[config.mk]
export PLATFORM = sky130hd
export DESIGN_NAME = dfg_port
export DESIGN_NICKNAME = d
export VERILOG_FILES = /design/src/dfg_pkg.sv /design/src/dfg_port.sv
export VERILOG_INCLUDE_DIRS = /design/src
export SDC_FILE = /design/constraint.sdc
export NUM_CORES = 1
export LEC_CHECK = 0
export ABC_AREA = 1
export BUFFER_PORTS_ARGS = -buffer_cell sky130_fd_sc_hd__buf_2
export CAP_MARGIN = 20
export CORE_ASPECT_RATIO = 1.4
export CORE_MARGIN = 4
export CORE_UTILIZATION = 40
export CTS_BUF_LIST = sky130_fd_sc_hd__clkbuf_16
export DETAILED_ROUTE_END_ITERATION = 12
export GPL_ROUTABILITY_DRIVEN = 0
export SLEW_MARGIN = 10
export SYNTH_ARGS = -nofsm -noshare
export SYNTH_HDL_FRONTEND = slang
export SYNTH_SLANG_ARGS = --single-unit
[constraint.sdc]
create_clock -name clk_sys_in -period 1.4 [get_ports clk_sys_in]
set_input_delay 0.07 -clock clk_sys_in [delete_from_list [all_inputs] [get_ports clk_sys_in]]
set_output_delay 0.07 -clock clk_sys_in [all_outputs]
set_load 0.05 [all_outputs]
[src/dfg_regs.svh]
// register offsets, field positions, reset values for the dual port f/g block
`ifndef DFG_REGS_SVH
`define DFG_REGS_SVH

// ------------------------------------------------------------
// register offsets (byte address on the plain register port)
// ------------------------------------------------------------
`define DFG_ADDR_F_DIR       4'h0
`define DFG_ADDR_F_PINS      4'h1
`define DFG_ADDR_F_LATCH     4'h2
`define DFG_ADDR_G_DIR       4'h3
`define DFG_ADDR_G_PINS      4'h4
`define DFG_ADDR_G_LATCH     4'h5
`define DFG_ADDR_ANALOG_CFG  4'h6
`define DFG_ADDR_CMP_CTRL    4'h7
`define DFG_ADDR_CMP_REF     4'h8

// ------------------------------------------------------------
// reset values
// ------------------------------------------------------------
`define DFG_RST_F_DIR        8'hFF
`define DFG_RST_G_DIR        5'h1F
`define DFG_RST_LATCH        8'h00
`define DFG_RST_CFG          8'h00

// ------------------------------------------------------------
// field positions and codes
// ------------------------------------------------------------
`define DFG_ADC_DIGITAL      4'hF
`define DFG_CMP_MODE_OFF     3'h7
`define DFG_CMP_MODE_OUT     3'h3
`define DFG_CMP_RO_LSB       6
`define DFG_CVR_EN_BIT       7
`define DFG_CVR_OE_BIT       6
`define DFG_G_MASTER_CLEAR_INPUT_BIT       5

`endif

[src/dfg_pkg.sv]
// types shared by the dual port f/g block
package dfg_pkg;

  // register port request
  typedef struct packed {
    logic [3:0] addr;
    logic [7:0] wdata;
    logic       wr;
    logic       rd;
  } dfg_bus_req_t;

  // peripheral side signals that may take over pins
  typedef struct packed {
    logic cmp_one;        // comparator one output
    logic cmp_two;        // comparator two output
    logic ssp_ss_en;      // serial port slave select in use
    logic can_en;         // can peripheral owns g0..g2
    logic can_tx;         // can transmit level
    logic can_tx_comp;    // complementary can transmit level
    logic can_clk_sel;    // g1 carries bit-time clock
    logic can_bit_clk;    // can bit-time clock
    logic pwm_d_en;       // pwm output d owns g4
    logic pwm_d;          // pwm output d level
  } dfg_periph_t;

  // whole state of the port block
  typedef struct packed {
    logic [7:0] f_dir;
    logic [7:0] f_lat;
    logic [4:0] g_dir;
    logic [4:0] g_lat;
    logic [7:0] adcfg;
    logic [7:0] comparator_control;
    logic [7:0] comparator_reference_control;
    logic [7:0] f_s1;
    logic [7:0] f_s2;
    logic [5:0] g_s1;
    logic [5:0] g_s2;
    logic [7:0] rdata;
    logic [7:0] f_out;
    logic [7:0] f_oen;
    logic [5:0] g_out;
    logic [5:0] g_oen;
    logic       can_rx;
    logic       ss;
    logic       master_clear_input;
  } dfg_state_t;

endpackage : dfg_pkg

[src/dfg_port.sv]
// dual general-purpose port f (8 bit) and g (6 bit) with peripheral muxing
`include "dfg_regs.svh"
`timescale 1ns/10ps
`default_nettype none

module dfg_port (
  input  wire logic                 clk_sys_in,           // system clock, 100 MHz
  input  wire logic                 reset_in,             // synchronous reset, active high
  input  wire logic                 reset_is_por_in,      // reset is power-on or brown-out
  input  wire logic                 master_clear_enable_cfg_in, // g5 used as master clear
  input  wire dfg_pkg::dfg_bus_req_t bus_in,              // register port request
  output logic [7:0]                rdata_out,            // read data, cycle after read
  input  wire dfg_pkg::dfg_periph_t periph_in,            // peripheral takeover signals
  input  wire logic [7:0]           port_f_pin_in,        // port f pin levels
  output logic [7:0]                port_f_pin_out,       // port f drive levels
  output logic [7:0]                port_f_pin_oe_n_out,  // port f enable, low drives
  input  wire logic [5:0]           port_g_pin_in,        // port g pin levels
  output logic [5:0]                port_g_pin_out,       // port g drive levels
  output logic [5:0]                port_g_pin_oe_n_out,  // port g enable, low drives
  output logic                      can_receive_out,      // can receive level to can
  output logic                      port_f_bit7_pin_out,  // slave select level to serial port
  output logic                      master_clear_input_out // master clear level, high idle
);

  // ------------------------------------------------------------
  // state
  // ------------------------------------------------------------
  dfg_pkg::dfg_state_t st_reg;
  dfg_pkg::dfg_state_t st_next;

  logic       cmp_in_sel;
  logic       cmp_out_sel;
  logic       cvref_out;
  logic       adc_dig;
  logic [7:0] f_drv_en;
  logic [7:0] f_drv_val;
  logic [7:0] f_dig;
  logic [5:0] g_drv_en;
  logic [5:0] g_drv_val;
  logic [7:0] rd_val;

  // ------------------------------------------------------------
  // pin function selection
  // ------------------------------------------------------------
  // configuration decode shared by the port f pins
  assign cmp_in_sel  = st_reg.comparator_control[2:0] != `DFG_CMP_MODE_OFF;
  assign cmp_out_sel = st_reg.comparator_control[2:0] == `DFG_CMP_MODE_OUT;
  assign cvref_out   = st_reg.comparator_reference_control[`DFG_CVR_EN_BIT] & st_reg.comparator_reference_control[`DFG_CVR_OE_BIT];
  assign adc_dig     = st_reg.adcfg[3:0] == `DFG_ADC_DIGITAL;

  genvar i;
  // port f per-bit driver and read masks
  generate
    for (i = 0; i < 8; i++) begin : g_f_bit
      logic ovr_in;
      logic ovr_out;
      logic analog;
      assign ovr_out = ((i == 1) || (i == 2)) && cmp_out_sel;
      assign ovr_in  = ((i >= 3) && (i <= 6) && cmp_in_sel) || ((i == 5) && cvref_out)
                       || ((i == 7) && periph_in.ssp_ss_en);
      assign analog  = (i < 7) && (!adc_dig || ((i >= 3) && cmp_in_sel) || ((i == 5) && cvref_out));
      assign f_drv_en[i]  = ovr_out | (~ovr_in & ~st_reg.f_dir[i]);
      assign f_drv_val[i] = ovr_out ? ((i == 1) ? periph_in.cmp_two : periph_in.cmp_one)
                                    : st_reg.f_lat[i];
      assign f_dig[i]     = ~analog;
    end
  endgenerate

  // port g per-bit driver; bit 5 has no driver at all
  generate
    for (i = 0; i < 5; i++) begin : g_g_bit
      logic ovr_in;
      logic ovr_out;
      logic ovr_val;
      assign ovr_out = (((i == 0) || (i == 1)) && periph_in.can_en)
                       || ((i == 4) && periph_in.pwm_d_en);
      assign ovr_in  = (i == 2) && periph_in.can_en;
      assign ovr_val = (i == 0) ? periph_in.can_tx :
                       (i == 1) ? (periph_in.can_clk_sel ? periph_in.can_bit_clk
                                                         : periph_in.can_tx_comp) :
                       periph_in.pwm_d;
      assign g_drv_en[i]  = ovr_out | (~ovr_in & ~st_reg.g_dir[i]);
      assign g_drv_val[i] = ovr_out ? ovr_val : st_reg.g_lat[i];
    end
  endgenerate
  assign g_drv_en[5]  = 1'b0;
  assign g_drv_val[5] = 1'b0;

  // ------------------------------------------------------------
  // read data mux
  // ------------------------------------------------------------
  // registered next cycle; unmapped offsets read zero
  always_comb begin
    case (bus_in.addr)
      `DFG_ADDR_F_DIR:      rd_val = st_reg.f_dir;
      `DFG_ADDR_F_PINS:     rd_val = st_reg.f_s2 & f_dig;
      `DFG_ADDR_F_LATCH:    rd_val = st_reg.f_lat;
      `DFG_ADDR_G_DIR:      rd_val = {3'h1, st_reg.g_dir};
      `DFG_ADDR_G_PINS:     rd_val = {2'h0, st_reg.g_s2[5] & ~master_clear_enable_cfg_in,
                                      st_reg.g_s2[4:0]};
      `DFG_ADDR_G_LATCH:    rd_val = {3'h0, st_reg.g_lat};
      `DFG_ADDR_ANALOG_CFG: rd_val = st_reg.adcfg;
      `DFG_ADDR_CMP_CTRL:   rd_val = {periph_in.cmp_two, periph_in.cmp_one, st_reg.comparator_control[5:0]};
      `DFG_ADDR_CMP_REF:    rd_val = st_reg.comparator_reference_control;
      default:              rd_val = 8'h00;
    endcase
  end

  // ------------------------------------------------------------
  // next state
  // ------------------------------------------------------------
  always_comb begin
    st_next = st_reg;
    // pin sampling, two stages
    st_next.f_s1 = port_f_pin_in;
    st_next.f_s2 = st_reg.f_s1;
    st_next.g_s1 = port_g_pin_in;
    st_next.g_s2 = st_reg.g_s1;
    st_next.rdata = bus_in.rd ? rd_val : 8'h00;
    // software writes; pin register writes go to the latch
    if (bus_in.wr) begin
      case (bus_in.addr)
        `DFG_ADDR_F_DIR:      st_next.f_dir = bus_in.wdata;
        `DFG_ADDR_F_PINS:     st_next.f_lat = bus_in.wdata;
        `DFG_ADDR_F_LATCH:    st_next.f_lat = bus_in.wdata;
        `DFG_ADDR_G_DIR:      st_next.g_dir = bus_in.wdata[4:0];
        `DFG_ADDR_G_PINS:     st_next.g_lat = bus_in.wdata[4:0];
        `DFG_ADDR_G_LATCH:    st_next.g_lat = bus_in.wdata[4:0];
        `DFG_ADDR_ANALOG_CFG: st_next.adcfg = bus_in.wdata;
        `DFG_ADDR_CMP_CTRL:   st_next.comparator_control = {2'h0, bus_in.wdata[5:0]};
        `DFG_ADDR_CMP_REF:    st_next.comparator_reference_control = bus_in.wdata;
        default:              st_next.rdata = st_next.rdata;
      endcase
    end
    // registered pin drivers and peripheral inputs
    st_next.f_out  = f_drv_val;
    st_next.f_oen  = ~f_drv_en;
    st_next.g_out  = g_drv_val;
    st_next.g_oen  = ~g_drv_en;
    st_next.can_rx = st_reg.g_s2[2];
    st_next.ss     = periph_in.ssp_ss_en ? st_reg.f_s2[7] : 1'b1;
    st_next.master_clear_input   = master_clear_enable_cfg_in ? st_reg.g_s2[`DFG_G_MASTER_CLEAR_INPUT_BIT] : 1'b1;
    // reset: directions all input, latch kept unless power-on
    if (reset_in) begin
      st_next.f_dir  = `DFG_RST_F_DIR;
      st_next.g_dir  = `DFG_RST_G_DIR;
      st_next.adcfg  = `DFG_RST_CFG;
      st_next.comparator_control  = `DFG_RST_CFG;
      st_next.comparator_reference_control = `DFG_RST_CFG;
      st_next.rdata  = 8'h00;
      st_next.f_out  = 8'h00;
      st_next.f_oen  = 8'hFF;
      st_next.g_out  = 6'h00;
      st_next.g_oen  = 6'h3F;
      st_next.can_rx = 1'b1;
      st_next.ss     = 1'b1;
      st_next.master_clear_input   = 1'b1;
      if (reset_is_por_in) begin
        st_next.f_lat = `DFG_RST_LATCH;
        st_next.g_lat = 5'h00;
      end
    end
  end

  // state register
  always_ff @(posedge clk_sys_in) begin
    st_reg <= st_next;
  end

  // ------------------------------------------------------------
  // outputs
  // ------------------------------------------------------------
  assign rdata_out              = st_reg.rdata;
  assign port_f_pin_out         = st_reg.f_out;
  assign port_f_pin_oe_n_out    = st_reg.f_oen;
  assign port_g_pin_out         = st_reg.g_out;
  assign port_g_pin_oe_n_out    = st_reg.g_oen;
  assign can_receive_out        = st_reg.can_rx;
  assign port_f_bit7_pin_out    = st_reg.ss;
  assign master_clear_input_out = st_reg.master_clear_input;
endmodule : dfg_port

`default_nettype wire

Yosys cells after proc, flatten, opt, wreduce, memory -nomap -nowiden
Cells that the tools add are included.

word-level totals
  register bits after elaboration = 115
  bits in latches = 0
  RAM bits = 0
  bits in read-only memories = 0
  bits of input ports = 42
  output and inout port bits = 39
  logic and storage cells = 100
  memories kept = 0

operators by class
  $add $sub $neg = 0
  $mul = 0
  divide/modulo/power cells = 0
  magnitude comparators = 0
  equality and inequality tests = 11
  shift-type cells = 0
  muxes and demuxes = 17
  bitwise operators = 37
  reduce and logical (&&, ||, !) cells = 15

operators by type and width
  kind                                                 number
  two-way mux 42 bit                                   2
  one-hot mux 8 bit (9 select lines)                   1
  two-way mux 8 bit                                    4
  inverter 1 bit                                       21
  equality test 4 x 3 -> 1 bit, second input constant  4
  two-way mux 5 bit                                    3
  AND reduction 2 bit                                  5
  OR reduction 2 bit                                   5
  AND 1 bit                                            8
  AND 8 bit                                            1
  equality test 4 x 2 -> 1 bit, second input constant  2
  equality test 4 bit, second input constant           2
  inverter 8 bit                                       1
  two-way mux 1 bit                                    6
  two-way mux 6 bit                                    1
  inverter 5 -> 6 bit                                  1
  OR 1 bit                                             5
  equality test 4 x 1 -> 1 bit, second input constant  1
  zero test 4 bit                                      1
  equality test 3 x 2 -> 1 bit, second input constant  1
  logical OR 1 bit                                     3
  != test 3 bit, second input constant                 1
  zero test 1 bit                                      1

Longest topological paths before layout
  depth in word-level cells = 7
  gate-level depth with buffers = 9
  depth with buffers taken out = 9

Worst setup path after synthesis
Ideal clock, no wire load.

  path kind = reg2reg
  start = register st_reg[76] (netlist name)
  end = register st_reg (netlist bit rdata_out[5])
  setup time = 70 ps
  arrival time = 884 ps
  required time = 1,330 ps
  slack = 446 ps
  cell stages (with the launch flop) = 7
  buffers on the path = 0
  clock period less this slack = 954 ps
  path through = dfxtp_1 -> nand2_1 -> nor2_1 -> nand2_1 -> nor2_1 -> nor2_1 -> a21oi_1

between the ends
  longest elaborated chain between the ends = 6

ends and longest elaborated chain
  element                             RTL line         source
  start: declaration                  dfg_port.sv:28   dfg_pkg::dfg_state_t st_reg;
  start signal: assignment            dfg_port.sv:167  st_reg <= st_next;
  != test 3 bit (no source line)      n/a
  logical OR 1 bit (2 in series)      dfg_port.sv:61   assign analog = (i < 7) && (!adc_dig || ((i >= 3) && cmp_in_sel) || ((i == 5) && cvref_out));
  inverter 1 bit                      dfg_port.sv:65   assign f_dig[i] = ~analog;
  AND 8 bit                           dfg_port.sv:96   `DFG_ADDR_F_PINS: rd_val = st_reg.f_s2 & f_dig;
  one-hot mux 8 bit (9 select lines)  dfg_port.sv:94   case (bus_in.addr)

Every way passes these cells.
A chain may end at the register's enable or synchronous reset.

Final worst setup path
  start = register st_reg[75] (netlist name)
  end = register st_reg (netlist bit port_f_pin_out[2])

between the ends
  longest elaborated chain between the ends = 2

ends and longest elaborated chain
  element                                        RTL line        source
  equality test 3 x 2 -> 1 bit (no source line)  n/a
  two-way mux 1 bit                              dfg_port.sv:63  assign f_drv_val[i] = ovr_out ? ((i == 1) ? periph_in.cmp_two : periph_in.cmp_one)

Every way passes these cells.

==> flow_summary.html <==
<table>
<tr><th>Metric</th><th>Value</th></tr>
<tr><th colspan="2">Critical path</th></tr>
<tr><td>Crit path launch type</td><td>flip-flop</td></tr>
<tr><td>Endpoint of the worst register-to-register path</td><td>port_f_pin_out[2]$_SDFF_PP0_</td></tr>
<tr><td>Worst setup slack for register-to-register paths</td><td>0.13 ns</td></tr>
<tr><td>Arrival time reported for the critical path endpoint</td><td>1.57 ns</td></tr>
<tr><td>Required time at the endpoint of the critical path</td><td>1.70 ns</td></tr>
<tr><td>Critical path class</td><td>flip-flop to flip-flop</td></tr>
<tr><td>Critical path endpoint</td><td>port_f_pin_out[2]$_SDFF_PP0_</td></tr>
<tr><td>Startpoint of the most critical setup path</td><td>st_reg[75]$_SDFFE_PP0P_</td></tr>
<tr><td>Type of destination of the critical path</td><td>flip-flop</td></tr>
<tr><td>FF-to-FF path depth</td><td>6</td></tr>
<tr><td>Launch point of the worst reg-to-reg path</td><td>st_reg[75]$_SDFFE_PP0P_</td></tr>
<tr><td>Crit Path Max Fanout</td><td>4</td></tr>
<tr><th colspan="2">STA</th></tr>
<tr><td>Slew Viols, Final</td><td>0</td></tr>
<tr><td>Min Tclk post-route</td><td>1.269 ns</td></tr>
<tr><td>Post-route fraction of the period consumed by the critical path</td><td>90.67%</td></tr>
<tr><td>Final setup fails</td><td>0</td></tr>
<tr><td>Setup skew after layout</td><td>0.006941 ns</td></tr>
<tr><td>Achievable frequency</td><td>787.8 MHz</td></tr>
<tr><td>Sum of negative setup slack</td><td>0 ns</td></tr>
<tr><td>Post-layout worst setup margin</td><td>0.1306 ns</td></tr>
<tr><td>Number of hold violations in the final report</td><td>0</td></tr>
<tr><td>Unrepaired setup endpoints after global routing</td><td>false</td></tr>
<tr><th colspan="2">Power</th></tr>
<tr><td>Leak pwr</td><td>2.527 nW</td></tr>
<tr><td>Power per unit of standard cell area</td><td>1502 nW/um^2</td></tr>
<tr><td>IR Drop Worst-Case VDD</td><td>1.022 mV</td></tr>
<tr><th colspan="2">Synthesis</th></tr>
<tr><td>#FFs+latches synth</td><td>113</td></tr>
<tr><td>Mean instance size in the synthesized netlist</td><td>7.983 um^2</td></tr>
<tr><td>Predominant post-synthesis flop cell</td><td>sky130_fd_sc_hd__dfxtp_1</td></tr>
<tr><td>Number of distinct library cells after synthesis</td><td>26</td></tr>
<tr><td>Synthesized Nets</td><td>592</td></tr>
<tr><td>Number of flops mapped to enable cells by yosys</td><td>0</td></tr>
<tr><td>Synth warn</td><td>0</td></tr>
<tr><td>Mapped Area</td><td>4390 um^2</td></tr>
<tr><td>Share of synthesized area occupied by flip-flops and latches</td><td>51.52%</td></tr>
<tr><td>Async S/R FF share, synth</td><td>0%</td></tr>
<tr><td>Post-synthesis instance total</td><td>550</td></tr>
<tr><th colspan="2">Hold path</th></tr>
<tr><td>Worst min-delay path class</td><td>input port to flip-flop</td></tr>
<tr><th colspan="2">Clock network</th></tr>
<tr><td>Number of buffers on the longest clock path</td><td>2</td></tr>
<tr><td>Clk slew on worst S/H paths</td><td>0.05 ns</td></tr>
<tr><td>Clock Sink Count</td><td>113</td></tr>
<tr><td>TritonCTS Buffers</td><td>17</td></tr>
<tr><td>Clock root buffer master</td><td>sky130_fd_sc_hd__clkbuf_16</td></tr>
<tr><td>CTS HTree Levels</td><td>4</td></tr>
<tr><td>TritonCTS clock tree</td><td>built</td></tr>
<tr><td>Clock latency at the later pin of the worst-skew pair</td><td>0.41 ns</td></tr>
<tr><th colspan="2">Cells and area</th></tr>
<tr><td>Most common cell after layout, fill and taps aside</td><td>sky130_fd_sc_hd__dfxtp_1</td></tr>
<tr><td>Proportion of layout cells with a drive suffix above 1</td><td>23.07%</td></tr>
<tr><td>Ant diodes</td><td>0</td></tr>
<tr><td>FF/Latch Area</td><td>2262 um^2</td></tr>
<tr><td>Area growth, synth to finish</td><td>26.33%</td></tr>
<tr><td>Number of inserted filler cells in the final layout</td><td>1040</td></tr>
<tr><td>Post-route cell area</td><td>5547 um^2</td></tr>
<tr><td>Most frequent cells in the layout</td><td>sky130_fd_sc_hd__dfxtp_1, sky130_fd_sc_hd__nand2_1, sky130_fd_sc_hd__buf_2</td></tr>
<tr><td>Total Nets Final</td><td>675</td></tr>
<tr><td>Max FFs per register</td><td>54</td></tr>
<tr><td>Combined area of the multi-input logic cells</td><td>1505 um^2</td></tr>
<tr><th colspan="2">Global route</th></tr>
<tr><td>Global-route wire length before repair</td><td>18300 um</td></tr>
<tr><td>Combined global-route utilization of all metal layers</td><td>19.02%</td></tr>
<tr><td>Number of global-route vias before repair</td><td>3742</td></tr>
<tr><td>Initial antenna violation count</td><td>0</td></tr>
<tr><td>Maximum number of pins on one net before global-route repair</td><td>22</td></tr>
<tr><td>Total grt overflow</td><td>0</td></tr>
<tr><th colspan="2">Route</th></tr>
<tr><td>Final WL</td><td>11440 um</td></tr>
<tr><td>Number of nets still failing antenna checks after routing</td><td>0</td></tr>
<tr><td>Vias after detailed routing</td><td>3764</td></tr>
<tr><td>DRC violation count after routing</td><td>0</td></tr>
<tr><td>Mean routed wirelength per cell</td><td>14.54 um</td></tr>
<tr><td>First-pass DRT Iterations</td><td>5</td></tr>
<tr><td>Initial detailed-routing violation count</td><td>210</td></tr>
<tr><td>Via count normalized by instance count</td><td>4.783</td></tr>
<tr><th colspan="2">Placement</th></tr>
<tr><td>Instance area after placement</td><td>4678 um^2</td></tr>
<tr><td>Detailed placer's ending HPWL</td><td>8148 um</td></tr>
<tr><td>Pre-CTS setup slack</td><td>0.07287 ns</td></tr>
<tr><td>Count of input and output buffers</td><td>78</td></tr>
<tr><th colspan="2">Die</th></tr>
<tr><td>Core ar.</td><td>10810 um^2</td></tr>
<tr><td>Number of standard-cell rows in the floorplan</td><td>45</td></tr>
<tr><td>Die extent in y</td><td>132.0 um</td></tr>
<tr><td>Width of the chip</td><td>96.55 um</td></tr>
<tr><td>Die area</td><td>12740 um^2</td></tr>
<tr><td>Num ports</td><td>81</td></tr>
<tr><td>Initial Util</td><td>40.61%</td></tr>
<tr><th colspan="2">Run status</th></tr>
<tr><td>Outcome</td><td>completed</td></tr>
<tr><th colspan="2">Flow run</th></tr>
<tr><td>Max_cap viols</td><td>0</td></tr>
</table>
==> timing repair <==
action / CTS / global route
setup buffers: 0 / 0
resized for setup: 0 / 3
endpoints found under the hold margin: 30 / 0
hold buffers: 27 / 0
setup endpoints to repair: 0 / 2
==> per-layer routing <==
metal | up-vias | wire length (um) | global-route usage, %
met1 | 1699 | 4419 | 21.18
met5 | - | 0 | 0
li1 | 1882 | - | -
met2 | 150 | 5782 | 31.72
met4 | 0 | 506 | 12.17
met3 | 33 | 735 | 4.340
==> cells by family (layout without fill, tap and decap cells) <==
kind of cell / count (synthesis) / after routing / share of synthesized area, %
buffers and inverters: 118 / 214 / 14.42
AOI/OAI and AO/OA: 89 / 89 / 10.37
and+or+nand+nor: 228 / 228 / 23.51
other: 2 / 2 / 0.1711
DFF: 113 / 113 / 51.52
==> Yosys cell counts, types with 6 or more instances <==
cell type / n / share of area, %
sky130_fd_sc_hd__dfxtp_1: 113 / 52
sky130_fd_sc_hd__nand2_1: 81 / 6.9
sky130_fd_sc_hd__nand3_1: 66 / 7.5
sky130_fd_sc_hd__nor2_1: 62 / 5.3
sky130_fd_sc_hd__inv_1: 55 / 4.7
sky130_fd_sc_hd__o21ai_0: 41 / 4.7
sky130_fd_sc_hd__buf_4: 39 / 6.7
sky130_fd_sc_hd__a21oi_1: 37 / 4.2
sky130_fd_sc_hd__o21ai_1: 7 / 0.80
sky130_fd_sc_hd__inv_2: 6 / 0.51
sky130_fd_sc_hd__nor2_4: 6 / 1.5
==> area by class of cell <==
| class | count | area share, % |
|---|---|---|
| Sequential cell | 113 | 40.79 |
| Multi-Input combinational cell | 319 | 27.14 |
| Timing Repair Buffer | 119 | 14.03 |
| Clock buffer | 17 | 7.670 |
| Inverter | 63 | 4.263 |
| Tap cell | 141 | 3.181 |
| Clock inverter | 15 | 2.933 |
==> where the power goes <==
part | leakage [nW] | total, mW | switching, mW | internal [mW]
Combinational | 1.33 | 0.696 | 0.464 | 0.232
Sequential | 0.929 | 3.42 | 0.0650 | 3.36
Clock | 0.268 | 4.21 | 1.58 | 2.63
==> worst max-delay path: stages, from the launching register on <==
cell                      delay [ns]
sky130_fd_sc_hd__dfxtp_1        0.37
sky130_fd_sc_hd__nand2_1        0.13
sky130_fd_sc_hd__nor2_1         0.27
sky130_fd_sc_hd__buf_4          0.20
sky130_fd_sc_hd__inv_1          0.05
sky130_fd_sc_hd__nor2_1         0.09
sky130_fd_sc_hd__nor2_1         0.05
==> metrics by stage <==
stage,instances,utilization (%),total power [mW],hold WS (ns)
finish,787,51.31,8.330,0.03388
global route,787,51.31,8.606,0.03245
CTS,787,51.22,8.395,0.01879
detailed placement,728,43.28,4.126,0.1736
global placement,728,43.28,4.118,0.1729
floorplan,550,-,3.943,0.09772
==> worst min-delay path by stage <==
stage,start,endpoint,depth (start not counted)
after floorplan,port_g_pin_in[0],st_next[39]$_DFF_P_,0
after detailed placement,port_f_pin_in[0],st_next[51]$_DFF_P_,1
final,bus_in[5],st_reg[99]$_SDFFE_PP1P_,3
after global routing,bus_in[4],st_reg[98]$_SDFFE_PP1P_,3
after CTS,bus_in[5],st_reg[99]$_SDFFE_PP1P_,3
after global placement,port_g_pin_in[5],st_next[44]$_DFF_P_,1
(Power assumes the default switching activity.)
